==> src/cpc_codec_map.vh <==
`ifndef CPC_CODEC_MAP_VH
`define CPC_CODEC_MAP_VH

// Serial control word: address in the top bits, register data in the low bits
`define CPC_ADDR_W 7
`define CPC_WORD_W 9
`define CPC_FRAME_BITS 5'd16
`define CPC_DEPTH 32

// Register addresses
`define CPC_ADDR_SOFT_RESET 7'h00
`define CPC_ADDR_POWER_ONE 7'h01
`define CPC_ADDR_POWER_TWO 7'h02
`define CPC_ADDR_POWER_THREE 7'h03
`define CPC_ADDR_AUDIO_PORT 7'h04
`define CPC_ADDR_COMPANDING 7'h05
`define CPC_ADDR_CLOCK_GEN 7'h06
`define CPC_ADDR_EXTRA 7'h07
`define CPC_ADDR_PIN_OUTPUT 7'h08
`define CPC_ADDR_DAC_CTRL 7'h0a
`define CPC_ADDR_DAC_VOLUME 7'h0b
`define CPC_ADDR_ADC_CTRL 7'h0e
`define CPC_ADDR_ADC_VOLUME 7'h0f
`define CPC_ADDR_LIMITER_ONE 7'h18
`define CPC_ADDR_LIMITER_TWO 7'h19
`define CPC_ADDR_NOTCH_ONE 7'h1b
`define CPC_ADDR_NOTCH_TWO 7'h1c

// Reset values
`define CPC_RST_ZERO 9'h000
`define CPC_RST_AUDIO_PORT 9'h050
`define CPC_RST_CLOCK_GEN 9'h140
`define CPC_RST_DAC_VOLUME 9'h0ff
`define CPC_RST_ADC_CTRL 9'h100
`define CPC_RST_ADC_VOLUME 9'h0ff
`define CPC_RST_LIMITER_ONE 9'h032

// Field positions
`define CPC_BIT_OVERSAMPLE 3
`define CPC_BIT_SOFT_MUTE 6
`define CPC_BIT_BIAS 3
`define CPC_MIDRAIL_HI 1
`define CPC_MIDRAIL_LO 0

// Midrail impedance codes
`define CPC_MIDRAIL_OFF 2'h0
`define CPC_MIDRAIL_50K 2'h1
`define CPC_MIDRAIL_500K 2'h2
`define CPC_MIDRAIL_5K 2'h3

// Oversampling ratios
`define CPC_OSR_LOW 8'h40
`define CPC_OSR_HIGH 8'h80

`endif

==> src/cpc_codec_power_ctrl.v <==
// Operation
// - After reset both digital filters run at 64x oversampling.
// - dac_control bit 3 picks DAC oversampling, 0 is 64x, 1 is 128x.
// - adc_control bit 3 picks ADC oversampling, 0 is 64x, 1 is 128x.
// - Midrail field bits 1:0: off, 50k, 500k, 5k impedance.
// - Midrail field 00 means all analogue circuitry is non-operational.
// - power_control_one bit 3 enables analogue bias; resets to 0.
// - dac_control bit 6 set soft-mutes the DAC path.
// - Any reset returns every register to its default.
// - Any write to address zero restores every register default.
`timescale 1ns/100ps
`include "cpc_codec_map.vh"

module cpc_codec_power_ctrl #(
  parameter ADDR_W = `CPC_ADDR_W,
  parameter WORD_W = `CPC_WORD_W
) (
  input wire sys_clk, // 50 MHz system clock
  input wire reset, // Synchronous power-on reset, high
  input wire ctrlClk, // Serial control clock pin
  input wire ctrlData, // Serial control data pin
  input wire ctrlLatch, // Serial word latch pin, low during a word
  input wire [ADDR_W-1:0] regReadAddr, // On-chip read address
  output wire [WORD_W-1:0] regReadData_q, // Registered read data
  output reg dacOversampleDouble_q, // DAC filter at 128x
  output reg adcOversampleDouble_q, // ADC filter at 128x
  output reg [7:0] dacRateSelect_q, // DAC oversampling ratio
  output reg [7:0] adcRateSelect_q, // ADC oversampling ratio
  output reg [1:0] midrailImpedanceSelect_q, // Reference string code
  output reg midrailReference_q, // Midrail reference running
  output reg analogOperational_q, // Analogue circuitry usable
  output reg analogBiasOn_q, // Analogue amplifier bias
  output reg dacSoftMute_q, // DAC path soft mute
  output reg [WORD_W-1:0] powerOneEnable_q, // Gated power_control_one
  output reg [WORD_W-1:0] powerTwoEnable_q, // Gated power_control_two
  output reg [WORD_W-1:0] powerThreeEnable_q, // Gated power_control_three
  output reg writeDone_q, // Pulse: a word was applied
  output reg softResetDone_q, // Pulse: address zero was written
  output reg frameError_q // Pulse: latch came with a wrong bit count
);

  localparam FRAME_W = 2 * 8;
  localparam CNT_W = 5;

  // One-hot frame states
  localparam [2:0] ST_IDLE = 3'h1;
  localparam [2:0] ST_SHIFT = 3'h2;
  localparam [2:0] ST_COMMIT = 3'h4;

  ////////////////////////////////////////////////////////////////////////
  // Pin synchronisers

  // Pins idle with the latch high and the serial clock low
  localparam [2:0] PIN_IDLE = 3'h4;

  wire [2:0] pinStable;
  wire clkLevel;
  wire dataLevel;
  wire latchLevel;

  // Stages carry no reset; hold reset with pins idle until they flush
  cpc_pin_sync #(
    .WIDTH(3)
  ) uSync (
    .sys_clk(sys_clk),
    .reset(reset),
    .pinIn({ctrlLatch, ctrlData, ctrlClk}),
    .resetLevel(PIN_IDLE),
    .pinStable(pinStable)
  );

  assign clkLevel = pinStable[0];
  assign dataLevel = pinStable[1];
  assign latchLevel = pinStable[2];

  reg clkPrev_q;
  reg latchPrev_q;
  wire clkRise;
  wire latchRise;
  wire latchFall;

  always @(posedge sys_clk) begin
    if (reset) begin
      clkPrev_q <= PIN_IDLE[0];
      latchPrev_q <= PIN_IDLE[2];
    end else begin
      clkPrev_q <= clkLevel;
      latchPrev_q <= latchLevel;
    end
  end

  assign clkRise = clkLevel & ~clkPrev_q;
  assign latchRise = latchLevel & ~latchPrev_q;
  assign latchFall = ~latchLevel & latchPrev_q;

  ////////////////////////////////////////////////////////////////////////
  // Serial word capture

  reg [2:0] state_q;
  reg [2:0] state_d;
  reg [FRAME_W-1:0] shift_q;
  reg [CNT_W-1:0] bitCount_q;
  reg [FRAME_W-1:0] word_q;
  wire frameComplete;

  // Exactly sixteen clock rises make a word; any other count is a framing fault
  assign frameComplete = (bitCount_q == `CPC_FRAME_BITS);

  always @* begin
    state_d = state_q;
    case (state_q)
      ST_IDLE: begin
        if (latchFall) begin
          state_d = ST_SHIFT;
        end
      end
      ST_SHIFT: begin
        if (latchRise) begin
          // Short or long words are dropped, never half-applied
          if (frameComplete) begin
            state_d = ST_COMMIT;
          end else begin
            state_d = ST_IDLE;
          end
        end
      end
      ST_COMMIT: begin
        state_d = ST_IDLE;
      end
      default: begin
        state_d = ST_IDLE;
      end
    endcase
  end

  always @(posedge sys_clk) begin
    if (reset) begin
      state_q <= ST_IDLE;
      shift_q <= {FRAME_W{1'b0}};
      bitCount_q <= {CNT_W{1'b0}};
      word_q <= {FRAME_W{1'b0}};
    end else begin
      state_q <= state_d;
      // Count restarts for every word so a dropped frame leaves nothing behind
      if (state_q == ST_IDLE) begin
        bitCount_q <= {CNT_W{1'b0}};
      end else if ((state_q == ST_SHIFT) && clkRise) begin
        // MSB first, so the address ends up in the top seven bits
        shift_q <= {shift_q[FRAME_W-2:0], dataLevel};
        // Saturate so an overlong word never wraps back to a legal count
        if (bitCount_q != {CNT_W{1'b1}}) begin
          bitCount_q <= bitCount_q + 5'h01;
        end
      end
      if ((state_q == ST_SHIFT) && latchRise) begin
        word_q <= shift_q;
      end
    end
  end

  ////////////////////////////////////////////////////////////////////////
  // Write decode

  wire [ADDR_W-1:0] wordAddr;
  wire [WORD_W-1:0] wordData;
  wire committing;
  wire softResetHit;
  reg addrMapped;

  // Address sits above the nine data bits of the captured word
  assign wordAddr = word_q[FRAME_W-1:WORD_W];
  assign wordData = word_q[WORD_W-1:0];
  assign committing = (state_q == ST_COMMIT);
  assign softResetHit = committing && (wordAddr == `CPC_ADDR_SOFT_RESET);

  // Unlisted addresses other than zero are dropped without any pulse
  always @* begin
    case (wordAddr)
      `CPC_ADDR_POWER_ONE,
      `CPC_ADDR_POWER_TWO,
      `CPC_ADDR_POWER_THREE,
      `CPC_ADDR_AUDIO_PORT,
      `CPC_ADDR_COMPANDING,
      `CPC_ADDR_CLOCK_GEN,
      `CPC_ADDR_EXTRA,
      `CPC_ADDR_PIN_OUTPUT,
      `CPC_ADDR_DAC_CTRL,
      `CPC_ADDR_DAC_VOLUME,
      `CPC_ADDR_ADC_CTRL,
      `CPC_ADDR_ADC_VOLUME,
      `CPC_ADDR_LIMITER_ONE,
      `CPC_ADDR_LIMITER_TWO,
      `CPC_ADDR_NOTCH_ONE,
      `CPC_ADDR_NOTCH_TWO: begin
        addrMapped = 1'b1;
      end
      default: begin
        addrMapped = 1'b0;
      end
    endcase
  end

  ////////////////////////////////////////////////////////////////////////
  // Register store

  wire [`CPC_DEPTH*WORD_W-1:0] allWords;
  wire storeClear;
  wire storeWrite;

  // Address zero never lands in the store; its write only restores defaults
  assign storeClear = reset | softResetHit;
  assign storeWrite = committing & addrMapped;

  cpc_reg_store #(
    .ADDR_W(ADDR_W),
    .WORD_W(WORD_W),
    .DEPTH(`CPC_DEPTH)
  ) uStore (
    .sys_clk(sys_clk),
    .clear(storeClear),
    .wrEn(storeWrite),
    .wrAddr(wordAddr),
    .wrData(wordData),
    .rdAddr(regReadAddr),
    .rdData_q(regReadData_q),
    .allWords(allWords)
  );

  wire [WORD_W-1:0] powerOne;
  wire [WORD_W-1:0] powerTwo;
  wire [WORD_W-1:0] powerThree;
  wire [WORD_W-1:0] dacCtrl;
  wire [WORD_W-1:0] adcCtrl;

  assign powerOne = allWords[`CPC_ADDR_POWER_ONE*WORD_W +: WORD_W];
  assign powerTwo = allWords[`CPC_ADDR_POWER_TWO*WORD_W +: WORD_W];
  assign powerThree = allWords[`CPC_ADDR_POWER_THREE*WORD_W +: WORD_W];
  assign dacCtrl = allWords[`CPC_ADDR_DAC_CTRL*WORD_W +: WORD_W];
  assign adcCtrl = allWords[`CPC_ADDR_ADC_CTRL*WORD_W +: WORD_W];

  ////////////////////////////////////////////////////////////////////////
  // Control outputs

  wire [1:0] midrailCode;
  wire midrailOn;
  wire dacDouble;
  wire adcDouble;

  assign midrailCode = powerOne[`CPC_MIDRAIL_HI:`CPC_MIDRAIL_LO];
  assign midrailOn = (midrailCode != `CPC_MIDRAIL_OFF);
  assign dacDouble = dacCtrl[`CPC_BIT_OVERSAMPLE];
  assign adcDouble = adcCtrl[`CPC_BIT_OVERSAMPLE];

  // Outputs trail the store by one edge so every port is a flip-flop
  always @(posedge sys_clk) begin
    if (reset) begin
      dacOversampleDouble_q <= 1'b0;
      adcOversampleDouble_q <= 1'b0;
      dacRateSelect_q <= `CPC_OSR_LOW;
      adcRateSelect_q <= `CPC_OSR_LOW;
      midrailImpedanceSelect_q <= `CPC_MIDRAIL_OFF;
      midrailReference_q <= 1'b0;
      analogOperational_q <= 1'b0;
      analogBiasOn_q <= 1'b0;
      dacSoftMute_q <= 1'b0;
      powerOneEnable_q <= {WORD_W{1'b0}};
      powerTwoEnable_q <= {WORD_W{1'b0}};
      powerThreeEnable_q <= {WORD_W{1'b0}};
    end else begin
      dacOversampleDouble_q <= dacDouble;
      adcOversampleDouble_q <= adcDouble;
      dacRateSelect_q <= dacDouble ? `CPC_OSR_HIGH : `CPC_OSR_LOW;
      adcRateSelect_q <= adcDouble ? `CPC_OSR_HIGH : `CPC_OSR_LOW;
      midrailImpedanceSelect_q <= midrailCode;
      midrailReference_q <= midrailOn;
      analogOperational_q <= midrailOn;
      analogBiasOn_q <= powerOne[`CPC_BIT_BIAS];
      dacSoftMute_q <= dacCtrl[`CPC_BIT_SOFT_MUTE];
      // Blocks stay off without a reference; the bias bit passes ungated
      // because software clears it itself before dropping the midrail
      powerOneEnable_q <= powerOne & {WORD_W{midrailOn}};
      powerTwoEnable_q <= powerTwo & {WORD_W{midrailOn}};
      powerThreeEnable_q <= powerThree & {WORD_W{midrailOn}};
    end
  end

  ////////////////////////////////////////////////////////////////////////
  // Event pulses

  // One-cycle strobes; write and soft reset follow the commit edge, frame error the latch rise
  always @(posedge sys_clk) begin
    if (reset) begin
      writeDone_q <= 1'b0;
      softResetDone_q <= 1'b0;
      frameError_q <= 1'b0;
    end else begin
      writeDone_q <= storeWrite;
      softResetDone_q <= softResetHit;
      frameError_q <= (state_q == ST_SHIFT) && latchRise && !frameComplete;
    end
  end

endmodule

==> src/cpc_pin_sync.v <==
`timescale 1ns/100ps
`include "cpc_codec_map.vh"

module cpc_pin_sync #(
  parameter WIDTH = 3
) (
  input wire sys_clk, // System clock
  input wire reset, // Synchronous reset, high
  input wire [WIDTH-1:0] pinIn, // Raw pin levels
  input wire [WIDTH-1:0] resetLevel, // Idle level after reset
  output wire [WIDTH-1:0] pinStable // Filtered levels
);

  genvar g;
  generate
    for (g = 0; g < WIDTH; g = g + 1) begin : gSync
      reg stage1_q;
      reg stage2_q;
      reg stage3_q;
      reg stable_q;
      // Stage one feeds stage two only; accept a change once two and three agree
      always @(posedge sys_clk) begin
        stage1_q <= pinIn[g];
        stage2_q <= stage1_q;
        stage3_q <= stage2_q;
        if (reset) begin
          stable_q <= resetLevel[g];
        end else if (stage2_q == stage3_q) begin
          stable_q <= stage3_q;
        end
      end
      assign pinStable[g] = stable_q;
    end
  endgenerate

endmodule

==> src/cpc_reg_store.v <==
`timescale 1ns/100ps
`include "cpc_codec_map.vh"

module cpc_reg_store #(
  parameter ADDR_W = `CPC_ADDR_W,
  parameter WORD_W = `CPC_WORD_W,
  parameter DEPTH = `CPC_DEPTH
) (
  input wire sys_clk, // System clock
  input wire clear, // Load defaults into every word
  input wire wrEn, // Write one word
  input wire [ADDR_W-1:0] wrAddr, // Write address
  input wire [WORD_W-1:0] wrData, // Whole nine-bit word
  input wire [ADDR_W-1:0] rdAddr, // Read address
  output reg [WORD_W-1:0] rdData_q, // Registered read data
  output wire [DEPTH*WORD_W-1:0] allWords // Every word, flat
);

  function [WORD_W-1:0] defaultWord;
    input integer a;
    begin
      case (a)
        `CPC_ADDR_AUDIO_PORT: defaultWord = `CPC_RST_AUDIO_PORT;
        `CPC_ADDR_CLOCK_GEN: defaultWord = `CPC_RST_CLOCK_GEN;
        `CPC_ADDR_DAC_VOLUME: defaultWord = `CPC_RST_DAC_VOLUME;
        `CPC_ADDR_ADC_CTRL: defaultWord = `CPC_RST_ADC_CTRL;
        `CPC_ADDR_ADC_VOLUME: defaultWord = `CPC_RST_ADC_VOLUME;
        `CPC_ADDR_LIMITER_ONE: defaultWord = `CPC_RST_LIMITER_ONE;
        default: defaultWord = `CPC_RST_ZERO;
      endcase
    end
  endfunction

  genvar g;
  generate
    for (g = 0; g < DEPTH; g = g + 1) begin : gWord
      reg [WORD_W-1:0] word_q;
      always @(posedge sys_clk) begin
        if (clear) begin
          word_q <= defaultWord(g);
        end else if (wrEn && (wrAddr == g)) begin
          word_q <= wrData;
        end
      end
      assign allWords[g*WORD_W +: WORD_W] = word_q;
    end
  endgenerate

  always @(posedge sys_clk) begin
    if (clear) begin
      rdData_q <= {WORD_W{1'b0}};
    end else if (rdAddr < DEPTH) begin
      rdData_q <= allWords[rdAddr*WORD_W +: WORD_W];
    end else begin
      // Addresses past the store read as zero, never as unknown
      rdData_q <= {WORD_W{1'b0}};
    end
  end

endmodule

==> config.mk <==
export PLATFORM = sky130hd
export DESIGN_NAME = cpc_codec_power_ctrl
export DESIGN_NICKNAME = d
export VERILOG_FILES = /design/src/cpc_codec_power_ctrl.v /design/src/cpc_pin_sync.v /design/src/cpc_reg_store.v
export VERILOG_INCLUDE_DIRS = /design/src /design/src/src
export SDC_FILE = /design/constraint.sdc
export NUM_CORES = 1
export LEC_CHECK = 0
export BUFFER_PORTS_ARGS = -buffer_cell sky130_fd_sc_hd__buf_2
export CAP_MARGIN = 20
export CORE_ASPECT_RATIO = 1.75
export CORE_MARGIN = 2
export CORE_UTILIZATION = 38
export CTS_CLUSTER_DIAMETER = 100
export DETAILED_ROUTE_END_ITERATION = 10
export PLACE_DENSITY = 0.65
export RECOVER_POWER = 50
export SETUP_SLACK_MARGIN = 0.1
export SYNTH_ARGS = -nofsm -noshare
export SYNTH_HDL_FRONTEND = slang
export SYNTH_SLANG_ARGS = --single-unit
==> constraint.sdc <==
create_clock -name sys_clk -period 3.1 [get_ports sys_clk]
set_input_delay 0.62 -clock sys_clk [delete_from_list [all_inputs] [get_ports sys_clk]]
set_output_delay 0.62 -clock sys_clk [all_outputs]
set_load 0.02 [all_outputs]
==> results.json <==
{
  "seqPwrFrac": 0.497,
  "fp.dieH_um": 282.0,
  "powerDensity_nw_per_um2": 552.0,
  "synth_top_area_cell": "dfxtp_1",
  "p_sw_frac": 0.2159,
  "worstSkewPairLatency_ns": 0.54,
  "period_minus_slack_ns": 2.631,
  "final_cell_mix": "dfxtp_1 (386), nand3_1 (310), a21oi_1 (269), o21ai_0 (217), mux2i_1 (88)",
  "synth.area.top_cells": "dfxtp_1 (47%), nand3_1 (9.2%), a21oi_1 (8.0%)",
  "wl_mm": 50.42,
  "detailed_place_hpwl_mm": 30.21,
  "clock_tree.buffer_depth": 3,
  "cts_root_buffer": "clkbuf_16",
  "ys_seq_area_frac": 0.4665,
  "wl_per_cell_um": 21.17,
  "worst_slew_pin_slew_ns": 2.031,
  "cts-htree-levels": 2,
  "cp.required_ns": 3.46,
  "first_iter_violations": 1495,
  "netlist_instances": 1857,
  "numPortBuffers": 62,
  "crit_path_max_fanout": 220,
  "rows": 101,
  "maxSlewViolCount": 49,
  "synth_area_um2": 16780,
  "fmax_mhz": 380.1,
  "syn_area_per_cell_um2": 9.036,
  "initial_core_util": 0.3860,
  "power.net_switching_mw": 2.194,
  "layout_setup_ws_ns": 0.4690,
  "setup-violations-final": 0,
  "yosysWarningCount": 0,
  "combPwrFrac": 0.034,
  "coreArea_um2": 43470,
  "grt_use_met3": 0.02854,
  "grt_first_pass_wirelength_mm": 78.85,
  "antenna_found_initial": 1,
  "critPathLaunchType": "flop",
  "numCtsBuffers": 35,
  "die-area_um2": 45920,
  "cts_sinks": 391,
  "place_congestion": 0.8406,
  "nets": 1805,
  "tns_ns": 0,
  "area_delta_synth_final_pct": 9.731,
  "cts_setup_buffers": 0,
  "cts_tree": "done",
  "synth-edff-count": 0,
  "grt_remaining_overflow": 0,
  "peakVddDrop_uv": 384.4,
  "die_x_um": 162.9,
  "clkTransAtPathRegs_ns": 0.07,
  "rsz0062_at_grt": "false",
  "drc": 0,
  "grt.met2_usage": 0.3792,
  "crit_type": "flop to flop",
  "final_common_cell": "dfxtp_1",
  "use_met1": 0.2432,
  "internal_power_mw": 7.969,
  "outcome": "finished, violations left",
  "crit_arrival_ns": 2.99,
  "synth_top_cell_area_share": 0.4665,
  "drive_above_1_share": 0.1053,
  "violations": "capacitance limit, slew limit",
  "cts-hold-fix-buffers": 0,
  "first_global_vias": 14000,
  "maxCapViolCount": 1,
  "worst_setup_path_end_kind": "flop",
  "viasPerCell": 5.991,
  "timing.final.crit_share": 0.8487,
  "synth_cell_types": 48,
  "post-place-ws_ns": 0.4609,
  "grt_usage": 0.2173,
  "synthFlopType": "dfxtp_1",
  "ys_async_sr_fraction": 0,
  "grt-busiest-layer": "met2",
  "hp-class": "input port to flop",
  "antenna_left": 0,
  "slew_headroom": -0.3542,
  "cts_resized": 0,
  "grt_start_max_net_pins": 221,
  "hold_violations": 0,
  "p_leak_nw": 6.143,
  "fin_skew_ns": 0.02025,
  "clock_power_share": 0.469,
  "io_pins": 75,
  "ys_ff_latch": 391,
  "vias": 14260,
  "drtPass1Iterations": 5
}
worst max-delay path: stages (launching register included):
cell	delay, ns
dfxtp_1	0.41
nor4b_2	0.53
a41o_1	0.48
buf_12	0.65
a21oi_1	0.09
power groups by stage:
stage               Combinational, mW  Sequential [mW]  Clock (mW)
floorplan                       0.256             5.16           0
global placement                0.349             5.16           0
detailed placement              0.350             5.16           0
CTS                             0.351             5.05        4.84
global route                    0.370             5.05        5.02
finish                          0.350             5.05        4.76
cell families (layout without fill, tap and decap cells):
logic type                 Yosys count  count (layout)  synth area share
adders and majority gates            3               3          0.002237
AOI/OAI and AO/OA                  606             606            0.1894
other                                1              13         0.0002235
xor gates and xnor gates             3               3          0.001566
buffers and inverters              238             184           0.06756
DFF                                391             391            0.4665
and+or+nand+nor                    473             473            0.1476
muxes                              142             142            0.1250
state kept, by name, summed over array words and instances (netlist names), 2 cells and up, named ones only:
signal	flops
adcRateSelect_q	2
bitCount_q	5
midrailImpedanceSelect_q	2
powerOneEnable_q	9
powerThreeEnable_q	9
powerTwoEnable_q	9
shift_q	16
state_q	3
uStore.gWord.word_q	288
uStore.rdData_q	9
uSync.gSync.stable_q	3
uSync.gSync.stage1_q	3
uSync.gSync.stage2_q	3
uSync.gSync.stage3_q	3
word_q	16
layout make-up:
cell class                 count  area (um^2)
fill                        4266        25060
multi-input combinational   1239         7888
sequential                   391         7834
clock buffer                  51         1069
tap                          566        708.2
timing repair buffer         113        690.7
clock inverter                10        183.9
inverter                      10        37.54
antenna                        1        2.502
synthesized netlist by cell type (11+ instances only):
master,count
a21oi_1,269
a22oi_1,18
mux4_2,54
dfxtp_1,391
mux2i_1,88
buf_6,15
o21ai_1,74
buf_4,24
nand3_1,310
nor4_1,11
clkbuf_1,144
buf_2,30
nor2_1,48
nor2b_1,52
o21ai_0,210
buf_1,15
through the flow:
stage	hold WS, ns	cells	instance area [um^2]	util	power, mW
after floorplan	0.3096	1868	16820	-	5.418
after global placement	0.3141	2319	17260	0.3970	5.512
after detailed placement	0.3121	2319	17260	0.3970	5.514
after CTS	0.1683	2380	18510	0.4258	10.24
after global routing	0.1747	2381	18410	0.4236	10.43
final	0.1887	2381	18410	0.4236	10.16
final timing paths:
path                                         startpoint                          to  slack (ns)  cells after the start
worst max-delay path                         state_q[2]  uStore.gWord[26].word_q[0]        0.47                      4
worst min-delay path                          ctrlLatch     uSync.gSync[2].stage1_q        0.19                      1
worst max register to register               state_q[2]  uStore.gWord[26].word_q[0]        0.47                      4
worst min register to register  uSync.gSync[2].stage1_q     uSync.gSync[2].stage2_q        0.33                      0
metal layers:
metal	vias to the layer above	part of all wire
met5	-	0
met4	0	0.071
met3	173	0.061
met2	635	0.51
met1	6923	0.36
li1	6533	-
(Power assumes the default switching activity.)
